## src/jtag_consts.vh

```
`ifndef JTAG_CONSTS_VH
`define JTAG_CONSTS_VH

// Instruction register length and codes of both scan controllers.
`define IR_LEN 4
`define IR_CAPTURE 4'h1
`define IR_EXTEST 4'h0
`define IR_IDCODE 4'h1
`define IR_SAMPLE 4'h2
`define IR_USERCODE 4'h3
`define IR_ACCESS 4'h4
`define IR_BYPASS 4'hF

// Identification word field positions.
`define ID_VER_HI 31
`define ID_VER_LO 28
`define ID_PART_HI 27
`define ID_PART_LO 12
`define ID_MFR_HI 11
`define ID_MFR_LO 1
`define ID_MARK 0

// User code word field positions.
`define UC_UID_HI 31
`define UC_UID_LO 22
`define UC_REV_HI 15
`define UC_REV_LO 0

// Security word bits.
`define SEC_JTAG_OFF 0
`define SEC_OTP_OFF 13
`define SEC_HALT_OFF 14
`define SEC_UID_HI 31
`define SEC_UID_LO 22

// Access data register layout and targets.
`define ACC_LEN 35
`define ACC_TGT_HI 34
`define ACC_TGT_LO 33
`define ACC_WR 32
`define ACC_TILE 2'h0
`define ACC_SWITCH 2'h1
`define ACC_OTP 2'h2

// Reset value of the tdo flip-flop and fixed level driven on the halt line output.
`define RST_TDO 1'b0
`define RST_HALT_OUT 1'b0

`endif

```

## src/sync2.v

```verilog
module sync2 #(
	parameter W = 1,
	parameter [W-1:0] RST_VAL = {W{1'b0}}
) (
	input wire mclk,
	input wire nrst,
	input wire [W-1:0] d,
	output wire [W-1:0] q
);
	genvar i;
	generate
		for (i = 0; i < W; i = i + 1) begin : g_bit
			reg meta_ff;
			reg hold_ff;
			always @(posedge mclk or negedge nrst) begin
				if (!nrst) begin
					meta_ff <= RST_VAL[i];
					hold_ff <= RST_VAL[i];
				end else begin
					meta_ff <= d[i];
					hold_ff <= meta_ff;
				end
			end
			assign q[i] = hold_ff;
		end
	endgenerate
endmodule // sync2

```

## src/tap_ctrl.v

```verilog
module tap_ctrl (
	input wire mclk,
	input wire nrst,
	input wire step,
	input wire tms,
	input wire hold_rst,
	output wire tlr,
	output wire cap_dr,
	output wire sh_dr,
	output wire upd_dr,
	output wire cap_ir,
	output wire sh_ir,
	output wire upd_ir
);
	localparam [3:0] S_TLR = 4'h0;
	localparam [3:0] S_RTI = 4'h1;
	localparam [3:0] S_SELDR = 4'h2;
	localparam [3:0] S_CAPDR = 4'h3;
	localparam [3:0] S_SHDR = 4'h4;
	localparam [3:0] S_EX1DR = 4'h5;
	localparam [3:0] S_PDR = 4'h6;
	localparam [3:0] S_EX2DR = 4'h7;
	localparam [3:0] S_UPDR = 4'h8;
	localparam [3:0] S_SELIR = 4'h9;
	localparam [3:0] S_CAPIR = 4'hA;
	localparam [3:0] S_SHIR = 4'hB;
	localparam [3:0] S_EX1IR = 4'hC;
	localparam [3:0] S_PIR = 4'hD;
	localparam [3:0] S_EX2IR = 4'hE;
	localparam [3:0] S_UPIR = 4'hF;
	reg [3:0] state_ff;
	reg [3:0] nxt_state;
	always @* begin
		case (state_ff)
		S_TLR: nxt_state = tms ? S_TLR : S_RTI;
		S_RTI: nxt_state = tms ? S_SELDR : S_RTI;
		S_SELDR: nxt_state = tms ? S_SELIR : S_CAPDR;
		S_CAPDR: nxt_state = tms ? S_EX1DR : S_SHDR;
		S_SHDR: nxt_state = tms ? S_EX1DR : S_SHDR;
		S_EX1DR: nxt_state = tms ? S_UPDR : S_PDR;
		S_PDR: nxt_state = tms ? S_EX2DR : S_PDR;
		S_EX2DR: nxt_state = tms ? S_UPDR : S_SHDR;
		S_UPDR: nxt_state = tms ? S_SELDR : S_RTI;
		S_SELIR: nxt_state = tms ? S_TLR : S_CAPIR;
		S_CAPIR: nxt_state = tms ? S_EX1IR : S_SHIR;
		S_SHIR: nxt_state = tms ? S_EX1IR : S_SHIR;
		S_EX1IR: nxt_state = tms ? S_UPIR : S_PIR;
		S_PIR: nxt_state = tms ? S_EX2IR : S_PIR;
		S_EX2IR: nxt_state = tms ? S_UPIR : S_SHIR;
		S_UPIR: nxt_state = tms ? S_SELDR : S_RTI;
		default: nxt_state = S_TLR;
		endcase
	end
	// Held reset wins over any clock edge, so a grounded reset pin parks here.
	always @(posedge mclk or negedge nrst) begin
		if (!nrst) begin
			state_ff <= S_TLR;
		end else if (hold_rst) begin
			state_ff <= S_TLR;
		end else if (step) begin
			state_ff <= nxt_state;
		end
	end
	assign tlr = (state_ff == S_TLR);
	assign cap_dr = (state_ff == S_CAPDR);
	assign sh_dr = (state_ff == S_SHDR);
	assign upd_dr = (state_ff == S_UPDR);
	assign cap_ir = (state_ff == S_CAPIR);
	assign sh_ir = (state_ff == S_SHIR);
	assign upd_ir = (state_ff == S_UPIR);
endmodule // tap_ctrl

```

## src/debug_access_port.v

```verilog
`include "jtag_consts.vh"
module debug_access_port #(
	parameter BSR_LEN = 64,
	parameter [3:0] ID_VERSION = 4'h1, // Arbitrary value.
	parameter [15:0] ID_PART = 16'h0A51, // Arbitrary value.
	parameter [10:0] ID_MFR = 11'h2A5, // Arbitrary value.
	parameter [15:0] SILICON_REV = 16'h0001
) (
	input wire mclk,
	input wire nrst,
	input wire tck,
	input wire tms,
	input wire tdi,
	input wire trst_n,
	output wire tdo,
	output wire tdo_oe,
	input wire halt_n_in,
	output wire halt_n_out,
	output wire halt_n_oe,
	input wire halt_out_cfg,
	input wire halt_in_cfg,
	input wire bp_hit,
	input wire resume,
	output wire debug_req,
	input wire [31:0] sec_reg,
	input wire otp_programmed,
	input wire [BSR_LEN-1:0] pin_in,
	output wire [BSR_LEN-1:0] pin_out,
	output wire pin_override,
	output wire acc_req,
	output wire acc_wr,
	output wire [1:0] acc_tgt,
	output wire [31:0] acc_wdata,
	input wire [31:0] acc_rdata,
	output wire acc_refused,
	input wire pll_lock,
	input wire [1:0] boot_mode,
	output wire [1:0] boot_sel,
	output wire boot_go
);
	localparam DW = (BSR_LEN > `ACC_LEN) ? BSR_LEN : `ACC_LEN;
	localparam SW = 6 + BSR_LEN;

	wire [SW-1:0] s_all;
	wire s_tck, s_tms, s_tdi, s_trst_n, s_halt_n, s_lock;
	wire [BSR_LEN-1:0] s_pin;
	// Pins idle as reset low, halt line high, all else low.
	sync2 #(
		.W(SW),
		.RST_VAL({{BSR_LEN{1'b0}}, 6'h20})
	) u_sync (
		.mclk(mclk),
		.nrst(nrst),
		.d({pin_in, halt_n_in, pll_lock, trst_n, tdi, tms, tck}),
		.q(s_all)
	);
	assign {s_pin, s_halt_n, s_lock, s_trst_n, s_tdi, s_tms, s_tck} = s_all;

	reg tck_q_ff;
	wire tck_rise = s_tck & ~tck_q_ff;
	wire tck_fall = ~s_tck & tck_q_ff;
	wire jtag_hold = ~s_trst_n | sec_reg[`SEC_JTAG_OFF];

	wire b_tlr, b_cdr, b_sdr, b_udr, b_cir, b_sir, b_uir;
	tap_ctrl u_tap_bs (
		.mclk(mclk),
		.nrst(nrst),
		.step(tck_rise),
		.tms(s_tms),
		.hold_rst(jtag_hold),
		.tlr(b_tlr),
		.cap_dr(b_cdr),
		.sh_dr(b_sdr),
		.upd_dr(b_udr),
		.cap_ir(b_cir),
		.sh_ir(b_sir),
		.upd_ir(b_uir)
	);
	wire c_tlr, c_cdr, c_sdr, c_udr, c_cir, c_sir, c_uir;
	tap_ctrl u_tap_chip (
		.mclk(mclk),
		.nrst(nrst),
		.step(tck_rise),
		.tms(s_tms),
		.hold_rst(jtag_hold),
		.tlr(c_tlr),
		.cap_dr(c_cdr),
		.sh_dr(c_sdr),
		.upd_dr(c_udr),
		.cap_ir(c_cir),
		.sh_ir(c_sir),
		.upd_ir(c_uir)
	);

	wire [31:0] id_word = {ID_VERSION, ID_PART, ID_MFR, 1'b1};
	wire [9:0] uid = otp_programmed ?
		sec_reg[`SEC_UID_HI:`SEC_UID_LO] : 10'h000;
	wire [31:0] uc_word = {uid, 6'h00, SILICON_REV};

	function [DW-1:0] shr;
		input [DW-1:0] v;
		input si;
		input integer len;
		integer i;
		begin
			for (i = 0; i < DW; i = i + 1) begin
				if (i == len - 1) begin
					shr[i] = si;
				end else if (i < len - 1) begin
					shr[i] = v[i+1];
				end else begin
					shr[i] = 1'b0;
				end
			end
		end
	endfunction

	reg [`IR_LEN-1:0] b_ir_ff, b_irs_ff, c_ir_ff, c_irs_ff;
	reg [DW-1:0] b_dr_ff, c_dr_ff;
	reg [BSR_LEN-1:0] bsr_out_ff;
	reg extest_ff;
	reg acc_req_ff, acc_wr_ff, acc_refused_ff;
	reg [1:0] acc_tgt_ff;
	reg [31:0] acc_wdata_ff;
	reg tdo_ff, tdo_oe_ff;

	integer b_len, c_len;
	always @* begin
		case (b_ir_ff)
		`IR_IDCODE: b_len = 32;
		`IR_SAMPLE: b_len = BSR_LEN;
		`IR_EXTEST: b_len = BSR_LEN;
		default: b_len = 1;
		endcase
		case (c_ir_ff)
		`IR_IDCODE: c_len = 32;
		`IR_USERCODE: c_len = 32;
		`IR_ACCESS: c_len = `ACC_LEN;
		default: c_len = 1;
		endcase
	end

	// Chain order is tdi, boundary controller, chip controller, tdo.
	wire b_so = b_sir ? b_irs_ff[0] : b_dr_ff[0];
	wire c_so = c_sir ? c_irs_ff[0] : c_dr_ff[0];

	always @(posedge mclk or negedge nrst) begin
		if (!nrst) begin
			b_ir_ff <= `IR_IDCODE;
			b_irs_ff <= {`IR_LEN{1'b0}};
			b_dr_ff <= {DW{1'b0}};
			bsr_out_ff <= {BSR_LEN{1'b0}};
			extest_ff <= 1'b0;
		end else if (jtag_hold | b_tlr) begin
			b_ir_ff <= `IR_IDCODE;
			extest_ff <= 1'b0;
		end else if (tck_rise) begin
			if (b_cir) begin
				b_irs_ff <= `IR_CAPTURE;
			end else if (b_sir) begin
				b_irs_ff <= {s_tdi, b_irs_ff[`IR_LEN-1:1]};
			end else if (b_uir) begin
				b_ir_ff <= b_irs_ff;
				extest_ff <= (b_irs_ff == `IR_EXTEST);
			end
			if (b_cdr) begin
				case (b_ir_ff)
				`IR_IDCODE: b_dr_ff <= {{(DW-32){1'b0}}, id_word};
				`IR_SAMPLE: b_dr_ff <= {{(DW-BSR_LEN){1'b0}}, s_pin};
				`IR_EXTEST: b_dr_ff <= {{(DW-BSR_LEN){1'b0}}, s_pin};
				default: b_dr_ff <= {DW{1'b0}};
				endcase
			end else if (b_sdr) begin
				b_dr_ff <= shr(b_dr_ff, s_tdi, b_len);
			end else if (b_udr && (b_ir_ff == `IR_SAMPLE ||
					b_ir_ff == `IR_EXTEST)) begin
				bsr_out_ff <= b_dr_ff[BSR_LEN-1:0];
			end
		end
	end

	always @(posedge mclk or negedge nrst) begin
		if (!nrst) begin
			c_ir_ff <= `IR_IDCODE;
			c_irs_ff <= {`IR_LEN{1'b0}};
			c_dr_ff <= {DW{1'b0}};
			acc_req_ff <= 1'b0;
			acc_wr_ff <= 1'b0;
			acc_tgt_ff <= `ACC_TILE;
			acc_wdata_ff <= 32'h00000000;
			acc_refused_ff <= 1'b0;
		end else if (jtag_hold | c_tlr) begin
			c_ir_ff <= `IR_IDCODE;
			acc_req_ff <= 1'b0;
		end else begin
			acc_req_ff <= 1'b0;
			if (tck_rise) begin
				if (c_cir) begin
					c_irs_ff <= `IR_CAPTURE;
				end else if (c_sir) begin
					c_irs_ff <= {b_so, c_irs_ff[`IR_LEN-1:1]};
				end else if (c_uir) begin
					c_ir_ff <= c_irs_ff;
				end
				if (c_cdr) begin
					case (c_ir_ff)
					`IR_IDCODE: c_dr_ff <= {{(DW-32){1'b0}}, id_word};
					`IR_USERCODE: c_dr_ff <= {{(DW-32){1'b0}}, uc_word};
					`IR_ACCESS: c_dr_ff <= {{(DW-34){1'b0}},
						acc_refused_ff, 1'b0, acc_rdata};
					default: c_dr_ff <= {DW{1'b0}};
					endcase
				end else if (c_sdr) begin
					c_dr_ff <= shr(c_dr_ff, b_so, c_len);
				end else if (c_udr && c_ir_ff == `IR_ACCESS) begin
					// OTP reach is dropped when security forbids it.
					if (c_dr_ff[`ACC_TGT_HI:`ACC_TGT_LO] == `ACC_OTP &&
							sec_reg[`SEC_OTP_OFF]) begin
						acc_refused_ff <= 1'b1;
					end else begin
						acc_refused_ff <= 1'b0;
						acc_req_ff <= 1'b1;
						acc_wr_ff <= c_dr_ff[`ACC_WR];
						acc_tgt_ff <= c_dr_ff[`ACC_TGT_HI:`ACC_TGT_LO];
						acc_wdata_ff <= c_dr_ff[31:0];
					end
				end
			end
		end
	end

	// Data leaves on the falling test clock edge so the far end samples it on
	// the next rising edge with half a period of margin.
	always @(posedge mclk or negedge nrst) begin
		if (!nrst) begin
			tck_q_ff <= 1'b0;
			tdo_ff <= `RST_TDO;
			tdo_oe_ff <= 1'b0;
		end else begin
			tck_q_ff <= s_tck;
			if (jtag_hold) begin
				tdo_ff <= `RST_TDO;
				tdo_oe_ff <= 1'b0;
			end else if (tck_fall) begin
				tdo_ff <= c_so;
				tdo_oe_ff <= c_sdr | c_sir;
			end
		end
	end

	// Halt line handling.
	reg halt_drive_ff, halt_seen_ff, debug_req_ff;
	wire halt_off = sec_reg[`SEC_HALT_OFF];
	always @(posedge mclk or negedge nrst) begin
		if (!nrst) begin
			halt_drive_ff <= 1'b0;
			halt_seen_ff <= 1'b1;
			debug_req_ff <= 1'b0;
		end else begin
			halt_seen_ff <= s_halt_n;
			if (halt_off | ~halt_out_cfg | (resume & ~bp_hit)) begin
				halt_drive_ff <= 1'b0;
			end else if (bp_hit) begin
				halt_drive_ff <= 1'b1;
			end
			debug_req_ff <= halt_in_cfg & ~halt_off & ~halt_drive_ff &
				halt_seen_ff & ~s_halt_n;
		end
	end

	// boot after lock
	// The boot mode strap is caught on the first clock after release.
	reg started_ff, boot_go_ff;
	reg [1:0] boot_sel_ff;
	always @(posedge mclk or negedge nrst) begin
		if (!nrst) begin
			started_ff <= 1'b0;
			boot_sel_ff <= 2'h0;
			boot_go_ff <= 1'b0;
		end else begin
			started_ff <= 1'b1;
			if (!started_ff) begin
				boot_sel_ff <= boot_mode;
			end
			if (started_ff && s_lock) begin
				boot_go_ff <= 1'b1;
			end
		end
	end

	assign tdo = tdo_ff;
	assign tdo_oe = tdo_oe_ff;
	assign halt_n_out = `RST_HALT_OUT;
	assign halt_n_oe = halt_drive_ff;
	assign debug_req = debug_req_ff;
	assign pin_out = bsr_out_ff;
	assign pin_override = extest_ff;
	assign acc_req = acc_req_ff;
	assign acc_wr = acc_wr_ff;
	assign acc_tgt = acc_tgt_ff;
	assign acc_wdata = acc_wdata_ff;
	assign acc_refused = acc_refused_ff;
	assign boot_sel = boot_sel_ff;
	assign boot_go = boot_go_ff;
endmodule // debug_access_port

```

## config.mk

```make
export PLATFORM = sky130hd
export DESIGN_NAME = debug_access_port
export DESIGN_NICKNAME = d
export VERILOG_FILES = /design/src/sync2.v /design/src/tap_ctrl.v /design/src/debug_access_port.v
export VERILOG_INCLUDE_DIRS = /design/src
export SDC_FILE = /design/constraint.sdc
export NUM_CORES = 1
export LEC_CHECK = 0
export BUFFER_PORTS_ARGS = -buffer_cell sky130_fd_sc_hd__buf_2
export CELL_PAD_IN_SITES_DETAIL_PLACEMENT = 0
export CELL_PAD_IN_SITES_GLOBAL_PLACEMENT = 1
export CORE_MARGIN = 2
export CORE_UTILIZATION = 42
export CTS_CLUSTER_DIAMETER = 50
export DETAILED_ROUTE_END_ITERATION = 16
export GPL_TIMING_DRIVEN = 0
export PLACE_DENSITY = 0.71
export RECOVER_POWER = 100
export SLEW_MARGIN = 20
export SYNTH_ARGS = -nofsm -noshare
export SYNTH_HDL_FRONTEND = slang
export SYNTH_SLANG_ARGS = --single-unit
```

## constraint.sdc

```tcl
create_clock -name mclk -period 4.2 [get_ports mclk]
set_clock_uncertainty 0.05 [all_clocks]
set_input_delay 0.21 -clock mclk [delete_from_list [all_inputs] [get_ports mclk]]
set_output_delay 0.21 -clock mclk [all_outputs]
set_load 0.05 [all_outputs]
```

Word-level counts from Yosys, hierarchy flattened
Cells that the tools add are included.
- bits in registers: 404
- output and inout bits: 110
- input bits: 143
- logic and storage cells: 844
- add/sub/neg operators: 2
- eq/ne operators: 166
- reductions and logical operators: 39
- bitwise gates (word level): 28
- multiplexer cells: 317
- magnitude comparators: 128
- operators by type and width (kind ; number):
    $eq A7 B32 Y1 const A ; 64
    $lt A7 B32 Y1 const A ; 64
    $eq A6 B32 Y1 const A ; 32
    $lt A6 B32 Y1 const A ; 32
    $eq A5 B32 Y1 const A ; 16
    $lt A5 B32 Y1 const A ; 16
    $mux W1 ; 279
    $eq A4 B32 Y1 const A ; 8
    $lt A4 B32 Y1 const A ; 8
    $mux W64 ; 4
    $eq A3 B32 Y1 const A ; 4
    $lt A3 B32 Y1 const A ; 4
    $pmux W64 S2 ; 1
    $pmux W34 S3 ; 1
    $pmux W4 S12 ; 2
    $mux W4 ; 22
    $eq A2 B32 Y1 const A ; 2
    $eq A4 B4 Y1 const B ; 16
    $logic_not A32 Y1 ; 2
    $lt A1 B32 Y1 const A ; 2
    $lt A2 B32 Y1 const A ; 2
    $sub A32 B2 Y32 const B ; 2
    $eq A4 B3 Y1 const B ; 9
    $eq A4 B2 Y1 const B ; 6
    other kinds (21) ; 82

Logic depth before layout (Yosys ltp)
Gate-level depths: netlist of the first run.
- depth after elaboration: 9
- depth in mapped cells: 8
- gate-level depth less buffers: 4

By module
Synthesis of the first run repeated with hierarchy kept, for this count alone.
- cell total of the unflattened synthesis: 1153
- area total of the unflattened synthesis: 14694.1 µm²
- modules (own cells, without submodules) (module ; sequential area each (µm²) ; instances ; area an instance (µm²) ; cells an instance):
    debug_access_port ; 5684.2 ; 1 ; 9806.9 ; 833
    sync2 ; 3505.9 ; 1 ; 4031.4 ; 210
    tap_ctrl ; 100.1 ; 2 ; 427.9 ; 55

Worst setup path after synthesis of the first run
OpenSTA, ideal clock, no wires.
- path type: register to register
- start: register tck_q_ff
- end: register b_dr_ff[13]
- path slack: 2.046 ns
- stages on the path, launching flop included: 8
- library setup time: 0.125 ns
- data arrival time: 1.979 ns
- data required time: 4.025 ns
- path buffers: 3
- clock period less this slack: 2.154 ns
- path through: dfrtp_1 > nand2b_1 > buf_6 > or3_4 > or3_1 > buf_6 > buf_6 > mux2_4
- word-level cells in the longest chain between the ends: 3
- ends and longest elaborated chain (element ; RTL line ; source):
    from (decl) ; debug_access_port.v:59 ; reg tck_q_ff;
    from (signal assigned) ; debug_access_port.v:240 ; tck_q_ff <= s_tck;
    $not A1 Y1 ; debug_access_port.v:60 ; wire tck_rise = s_tck & ~tck_q_ff;
    $and A1 B1 Y1 ; debug_access_port.v:60 ;
    $reduce_and A3 Y1 (no line) ; -- ;
    to (signal assigned) ; debug_access_port.v:151 ; b_dr_ff <= {DW{1'b0}};
    to (signal assigned) ; debug_access_port.v:168 ; `IR_IDCODE: b_dr_ff <= {{(DW-32){1'b0}}, id_word};
    to (signal assigned) ; debug_access_port.v:169 ; `IR_SAMPLE: b_dr_ff <= {{(DW-BSR_LEN){1'b0}}, s_pin};
    to (decl) ; debug_access_port.v:119 ; reg [DW-1:0] b_dr_ff, c_dr_ff;
No other way between the ends.
A chain may end at the register's enable or synchronous reset.

Worst setup path in the final report of the first run
- start: register u_tap_chip.state_ff[1]
- end: register c_dr_ff[30]
- word-level cells in the longest chain between the ends: 4
- elaborated cells on any way between the ends: 8
- classes of those cells: eq/ne: 2; mux: 1; bitwise: 2; reduce/logical: 3
- ends and longest elaborated chain (element ; RTL line ; source):
    from (decl) ; tap_ctrl.v:31 ; reg [3:0] state_ff;
    from (signal assigned) ; tap_ctrl.v:61 ; state_ff <= nxt_state;
    $logic_not A4 Y1 ; tap_ctrl.v:64 ; assign tlr = (state_ff == S_TLR);
    $or A1 B1 Y1 ; debug_access_port.v:192 ; end else if (jtag_hold | c_tlr) begin
    $not A1 Y1 (no line) ; -- ;
    $reduce_and A3 Y1 (no line) ; -- ;
    to (signal assigned) ; debug_access_port.v:207 ; `IR_IDCODE: c_dr_ff <= {{(DW-32){1'b0}}, id_word};
    to (signal assigned) ; debug_access_port.v:208 ; `IR_USERCODE: c_dr_ff <= {{(DW-32){1'b0}}, uc_word};
    to (signal assigned) ; debug_access_port.v:209 ; `IR_ACCESS: c_dr_ff <= {{(DW-34){1'b0}},
    to (decl) ; debug_access_port.v:119 ;
Parallel ways exist; a longest one is shown, timed or not.

==> metrics.md, run 1 <==
| Metric | Value |
|---|---|
| Outcome | `finished with violations` |
| Failing checks | `max-capacitance violations, max-slew violations` |
| Detailed placer's ending HPWL | `24130 um` |
| GPL Wtd Cong | `0.8317` |
| Crit path kind | `flip-flop to flip-flop` |
| Layout Nets | `1567` |
| Min Clock Period, post-route | `approximately 3300 ps` |
| Synth Cell Area | `14220 um^2` |
| Least-Margin Pin Slew | `about 2400 ps` |
| FP Rows | `between 60 and 70` |
| RR Endpoint | `c_dr_ff[30]$_DFFE_PN0P_` |
| Slew Viols, Final | `~100` |
| Slew HR | `-62.38%` |
| Most common cell in the netlist | `dfrtp_1` |
| Post-route ant nets | `0` |
| Gate Count Post-Synth | `around 1000` |
| CTS clock-pin slew for the worst setup and hold paths | `60 ps` |
| Die area | `between 30000 and 40000 um^2` |
| Initial Util | `42.51%` |
| Ranking of synthesized cells by area | `dfrtp_1 65%, mux2_2 7.6%, mux2i_1 3.6%, o2bb2ai_1 1.8%, nor2_1 1.5%` |
| Worst Path Arrival | `3710 ps` |
| Crit Path Max Fanout | `10` |
| Ys async rst share | `100.0%` |
| Worst EP required | `4620 ps` |
| Syn avg cell area | `13.76 um^2` |
| Largest net degree at the start of global routing | `101` |
| CTS buffer count | `44` |
| Library cells used by synthesis | `64` |
| Initial antenna violation count | `0` |
| Unrepaired setup endpoints after global routing | `no` |
| Total congestion overflow | `0` |
| Worst R2R Path Depth | `6` |
| PnR worst setup slack | `906.6 ps` |
| Maxcap violations | `2` |
| CP Capture Type | `flip-flop` |
| Filler cells | `2906` |
| Reg2reg start | `u_tap_chip.state_ff[1]$_DFFE_PN0P_` |
| Crit. Startpoint | `u_tap_chip.state_ff[1]$_DFFE_PN0P_` |
| Initial DRC count | `between 600 and 700` |
| Area leader, netlist | `dfrtp_1` |
| Root buffer selected by CTS | `clkbuf_16` |
| H-tree lvl count | `2` |
| Post-synth top area share | `65.12%` |
| P&R area growth vs syn | `28.43%` |
| Port Buffers | `232` |
| Routed WL | `36340 um` |
| Via count | `9819` |
| Post-route clock period utilization | `approximately 80%` |
| Worst setup path endpoint | `c_dr_ff[30]$_DFFE_PN0P_` |
| Setup violators final | `0` |
| Setup bufs post-CTS | `0` |
| Peak supply drop | `0.3032 mV` |
| Hold Path Class | `primary input to flip-flop` |
| FF-to-FF setup slack | `910 ps` |
| Post-CTS sizing | `0` |
| DRC Markers | `0` |
| Clk buf depth | `3` |
| First drt pass iteration count | `5` |
| Sink Count | `roughly 380` |
| Ports | `253` |
| Global-route wire length before repair | `~58000 um` |
| F_max | `0.3036 GHz` |
| Yosys reg bits | `375` |
| Share of cells above drive strength 1 | `20.52%` |
| Vias/cell | `5.154` |
| Core area | `33450 um^2` |
| CTS tree | `built` |
| Placement Setup Slack | `1347 ps` |
| Final Core Density | `roughly 55%` |
| Syn Nets | `1176` |
| Later-pin clock latency in the skew report | `540 ps` |
| Total leakage power | `8.420 nW` |
| Startpoint Class | `flip-flop` |
| Chip Width | `188.0 um` |
| Gr usage total | `20.95%` |
| Die Height | `between 150 and 200 um` |
| Most used DFF post-synth | `dfrtp_1` |
| Ant diodes | `0` |
| Vias in the first global route | `10420` |
| Yosys Warn Count | `0` |
| Seq/Total Area, Yosys | `between 60% and 70%` |
| Pwr dens | `420.8 nW/um^2` |
| Number of synthesized flops with an enable pin | `0` |
| Post-DR wirelength/cell | `19.07 um` |
| Post-synth top cells | `370 x dfrtp_1, 96 x mux2_2, 58 x nor2_1` |
| Hold-fix buffers, CTS | `110` |
| Final hold vios | `0` |
-- metal layers --
| metal | track usage [%] | routed length (um) | share of wire [%] |
|---|---|---|---|
| met3 | 3.987 | 1756 | 4.8 |
| met5 | 0 | 0 | 0 |
| met1 | 28.53 | 16200 | 45 |
| met4 | 6.935 | 971 | 2.7 |
| met2 | 33.89 | 17410 | 48 |
-- worst max-delay path, stage by stage, from the launching register on --
cell       delay (ps)
dfrtp_1           390
clkbuf_1          220
or3b_1            490
a2111oi_1        1380
buf_4             380
o221ai_1          140
o21ai_0           170
-- registers in the layout, indices dropped and copies added, names as in the netlist, 2 cells and up --
| register | count |
|---|---|
| acc_wdata | 32 |
| c_ir_ff | 4 |
| u_tap_bs.state_ff | 4 |
| u_sync.g_bit.meta_ff | 70 |
| c_dr_ff | 35 |
| b_dr_ff | 64 |
| boot_sel | 2 |
| pin_out | 64 |
| c_irs_ff | 4 |
| b_irs_ff | 4 |
| u_tap_chip.state_ff | 4 |
| u_sync.g_bit.hold_ff | 70 |
| b_ir_ff | 4 |
| acc_tgt | 2 |
-- worst min path at each step --
stage | start | end | slack (ps) | depth (start not counted)
after floorplan | nrst | acc_refused$_DFFE_PN0P_ | -140 | 0
after global placement | halt_n_in | u_sync.g_bit[5].meta_ff$_DFF_PN1_ | 270 | 1
after detailed placement | nrst | pin_out[26]$_DFFE_PN0P_ | 250 | 1
after CTS | sec_reg[26] | c_dr_ff[26]$_DFFE_PN0P_ | 30 | 3
after global routing | acc_rdata[10] | c_dr_ff[10]$_DFFE_PN0P_ | 60 | 4
final | sec_reg[26] | c_dr_ff[26]$_DFFE_PN0P_ | 40 | 3
-- metrics by stage --
step	power [W]	hold slack [ps]	instance area [um^2]	cells	TNS, ps
finish	0.007683	40.91	18260	1905	0
global route	0.007963	56.49	18260	1905	0
CTS	0.007772	27.47	18550	1905	0
detailed placement	0.003997	245.9	16030	1716	0
global placement	0.003985	265.4	15940	1713	-1649720
floorplan	0.003828	-135.6	14220	1033	0
-- cell families after synthesis --
kind of cell	after synthesis	share of synthesized area, %
DFF	375	66.05
AOI/OAI and AO/OA	211	11.41
and+or+nand+nor	187	6.636
muxes	160	12.57
buffers and inverters	98	3.291
other	2	0.05282
-- final cells by class --
type / instances / area, um^2 / share of cell area, %
well taps: 448 / 560.5 / 3.070
inverters: 18 / 67.56 / 0.3700
clock inverters: 15 / 152.6 / 0.8360
clock buffers: 64 / 1266 / 6.935
repair buffers: 345 / 2188 / 11.99
flip-flops and latches: 375 / 9390 / 51.43
plain buffers: 80 / 362.8 / 1.987
multi-input cells: 560 / 4270 / 23.39
-- where the power goes --
group	internal (W)	switching, W	leakage [nW]
sequential	0.00369	0.0000290	4.82
clock	0.00218	0.00151	0.692
combinational	0.000129	0.000149	2.91
-- cells in the final DEF, fill, tap and decap left out, types with 5 or more instances in the layout --
cell type	count
a21oi_1	24
a221oi_1	22
a22o_1	24
a31oi_1	6
buf_2	111
buf_6	6
clkbuf_1	198
clkbuf_16	44
clkbuf_8	9
dfrtp_1	370
dfstp_2	5
dlygate4sd3_1	110
inv_1	18
mux2_1	12
mux2_2	96
mux2i_1	51
nand2_1	55
nand2b_1	6
nand3_1	13
nor2_1	58
nor2b_1	10
nor3_1	5
o21ai_0	36
o221ai_1	20
o2bb2ai_1	33
o31ai_1	8
Power figures use the tool's default switching activity.
==> inputs of run 2 (changes only) <==
Clock period 4.2 ns to 3.45 ns, I/O delays scaled along.
==> run 2 against run 1 <==
The run still ends with max-capacitance violations, max-slew violations left. First-iteration DRC count up 2.3%. Register-to-register slack worse by 560 ps. Largest power group unchanged. Global-route usage is 0.11 points higher. Sequential cell count is the same. Via count increased by 0.45%. Die area is the same. Critical endpoint is now b_dr_ff[25]$_DFFE_PN0P_. Clock power increased by 22%. Total power increased by 22%. Critical path depth increased by 1.
==> metrics.md, run 2 (synthesized netlist as in run 1, its figures left out) <==
| Metric | Value |
|---|---|
| Failing checks | `max-capacitance violations, max-slew violations` |
| Unrepaired setup endpoints after global routing | `no` |
| Crit Path Max Fanout | `10` |
| Ports | `253` |
| Regs by FF count | `u_sync.g_bit.hold_ff: 70 flops, u_sync.g_bit.meta_ff: 70 flops` |
| Die Height | `188.0 um` |
| Final std cells w/o fill | `between 1500 and 2000` |
| Worst Path Arrival | `3480 ps` |
| Detailed placer's ending HPWL | `around 24000 um` |
| Area after DPL | `16030 um^2` |
| Placed cell count | `around 1700` |
| NetSw | `just over 0.002 W` |
| Setup violators final | `0` |
| Peak supply drop | `between 0.3 and 0.4 mV` |
| Via count | `9863` |
| Maxcap violations | `1` |
| Sw Ratio | `21.97%` |
| Initial antenna violation count | `0` |
| Root buffer selected by CTS | `clkbuf_16` |
| HP Start | `acc_rdata[31]` |
| Core area | `33450 um^2` |
| CP Capture Type | `flip-flop` |
| Crit path kind | `flip-flop to flip-flop` |
| Total leakage power | `around 8.4 nW` |
| Register share of total power | `48.4%` |
| Most frequent cells in the layout | `370 x dfrtp_1, 197 x clkbuf_1, 116 x dlygate4sd3_1` |
| Slew HR | `-60.10%` |
| DRC Markers | `0` |
| Total power | `0.009356 W` |
| PnR worst setup slack | `342.6 ps` |
| Placement Setup Slack | `596.9 ps` |
| Later-pin clock latency in the skew report | `540 ps` |
| Hold Path Class | `primary input to flip-flop` |
| Startpoint Class | `flip-flop` |
| Outcome | `finished with violations` |
| Initial Util | `42.51%` |
| Routed WL | `36490 um` |
| Chip Width | `between 150 and 200 um` |
| Total congestion overflow | `0` |
| Filler cells | `2902` |
| F_max | `approximately 0.32 GHz` |
| P&R area growth vs syn | `28.67%` |
| Comb power frac | `~3.6%` |
| Vias in the first global route | `10470` |
| Layout Nets | `between 1500 and 2000` |
| P_int | `0.007301 W` |
| Min Clock Period, post-route | `3107 ps` |
| CTS clock-pin slew for the worst setup and hold paths | `60 ps` |
| Clk buf depth | `3` |
| Commonest non-fill, non-tap cell in the layout | `dfrtp_1` |
| FP Rows | `67` |
| Setup bufs post-CTS | `0` |
| Hold-fix buffers, CTS | `116` |
| Initial DRC count | `697` |
| CTS buffer count | `44` |
| Port Buffers | `232` |
| Worst EP required | `3820 ps` |
| Vias/cell | `5.158` |
| Reg2reg start | `u_tap_bs.state_ff[2]$_DFFE_PN0P_` |
| Crit. Startpoint | `u_tap_bs.state_ff[2]$_DFFE_PN0P_` |
| CTS tree | `built` |
| Global-route wire length before repair | `58570 um` |
| Pwr dens | `~510 nW/um^2` |
| Post-route clock period utilization | `approximately nine tenths` |
| Clock power share | `between 40% and 50%` |
| First drt pass iteration count | `4` |
| GPL Wtd Cong | `0.8317` |
| Setup TNS | `0 ps` |
| H-tree lvl count | `2` |
| Largest net degree at the start of global routing | `101` |
| Final hold vios | `0` |
| Die area | `35340 um^2` |
| Post-CTS sizing | `0` |
| Sink Count | `375` |
| Slew Viols, Final | `between 90 and 100` |
| Post-route ant nets | `0` |
| Gr usage total | `a little over a fifth` |
| Share of cells above drive strength 1 | `between 20% and 30%` |
| Least-Margin Pin Slew | `2402 ps` |
| Design area | `18290 um^2` |
| Post-DR wirelength/cell | `about 19 um` |
==> run 2: final cells by class <==
cell class | count | area (um^2) | share of cell area (%)
flip-flops and latches | 375 | 9390 | 51.33
repair buffers | 351 | 2232 | 12.20
well taps | 448 | 560.5 | 3.064
inverters | 18 | 67.56 | 0.3693
multi-input cells | 560 | 4279 | 23.39
clock inverters | 15 | 152.6 | 0.8344
plain buffers | 80 | 342.8 | 1.874
clock buffers | 64 | 1266 | 6.922
diodes | 1 | 2.502 | 0.01368
==> run 2: path summary, 6_finish.rpt <==
check                                               endpoint  slack (ps)  cells after the start
setup / recovery                     b_dr_ff[25]$_DFFE_PN0P_         340                      7
hold / removal                       c_dr_ff[31]$_DFFE_PN0P_          60                      4
setup reg to reg                     b_dr_ff[25]$_DFFE_PN0P_         340                      7
hold reg to reg            u_sync.g_bit[9].hold_ff$_DFF_PN0_         280                      0
max in group asynchronous  u_sync.g_bit[3].hold_ff$_DFF_PN0_         750                      3
min in group asynchronous            pin_out[26]$_DFFE_PN0P_         830                      2
==> run 2: stage by stage <==
stage          utilization (%)  hold WS (ps)
6_report                 54.69         63.66
5_1_grt                  54.69         66.18
4_1_cts                  55.64         29.96
3_5_place_dp             47.93         208.4
3_3_place_gp             47.65         227.9
2_1_floorplan                -        -173.1
==> run 2: power by group through the flow <==
stage	clock [W]	sequential, W	combinational, W
2_1_floorplan	0	0.00461	0.0000517
3_3_place_gp	0	0.00461	0.000244
3_5_place_dp	0	0.00461	0.000259
4_1_cts	0.00458	0.00453	0.000355
5_1_grt	0.00478	0.00454	0.000382
6_report	0.00449	0.00453	0.000341
==> run 2: routing by layer <==
layer	up-vias	global-route usage, %	routed length, um
li1	4542	-	-
met1	5009	28.71	16400
met2	254	34.29	17540
met3	58	3.949	1671
met4	0	6.541	880
met5	-	0	0
==> run 2: critical path: stages (launching register included) <==
cell and delay (ps):
dfrtp_1 350, clkbuf_1 190, nor4_1 380, or3_1 260, or3_1 130, clkbuf_1 600, clkbuf_1 650, mux2_1 390
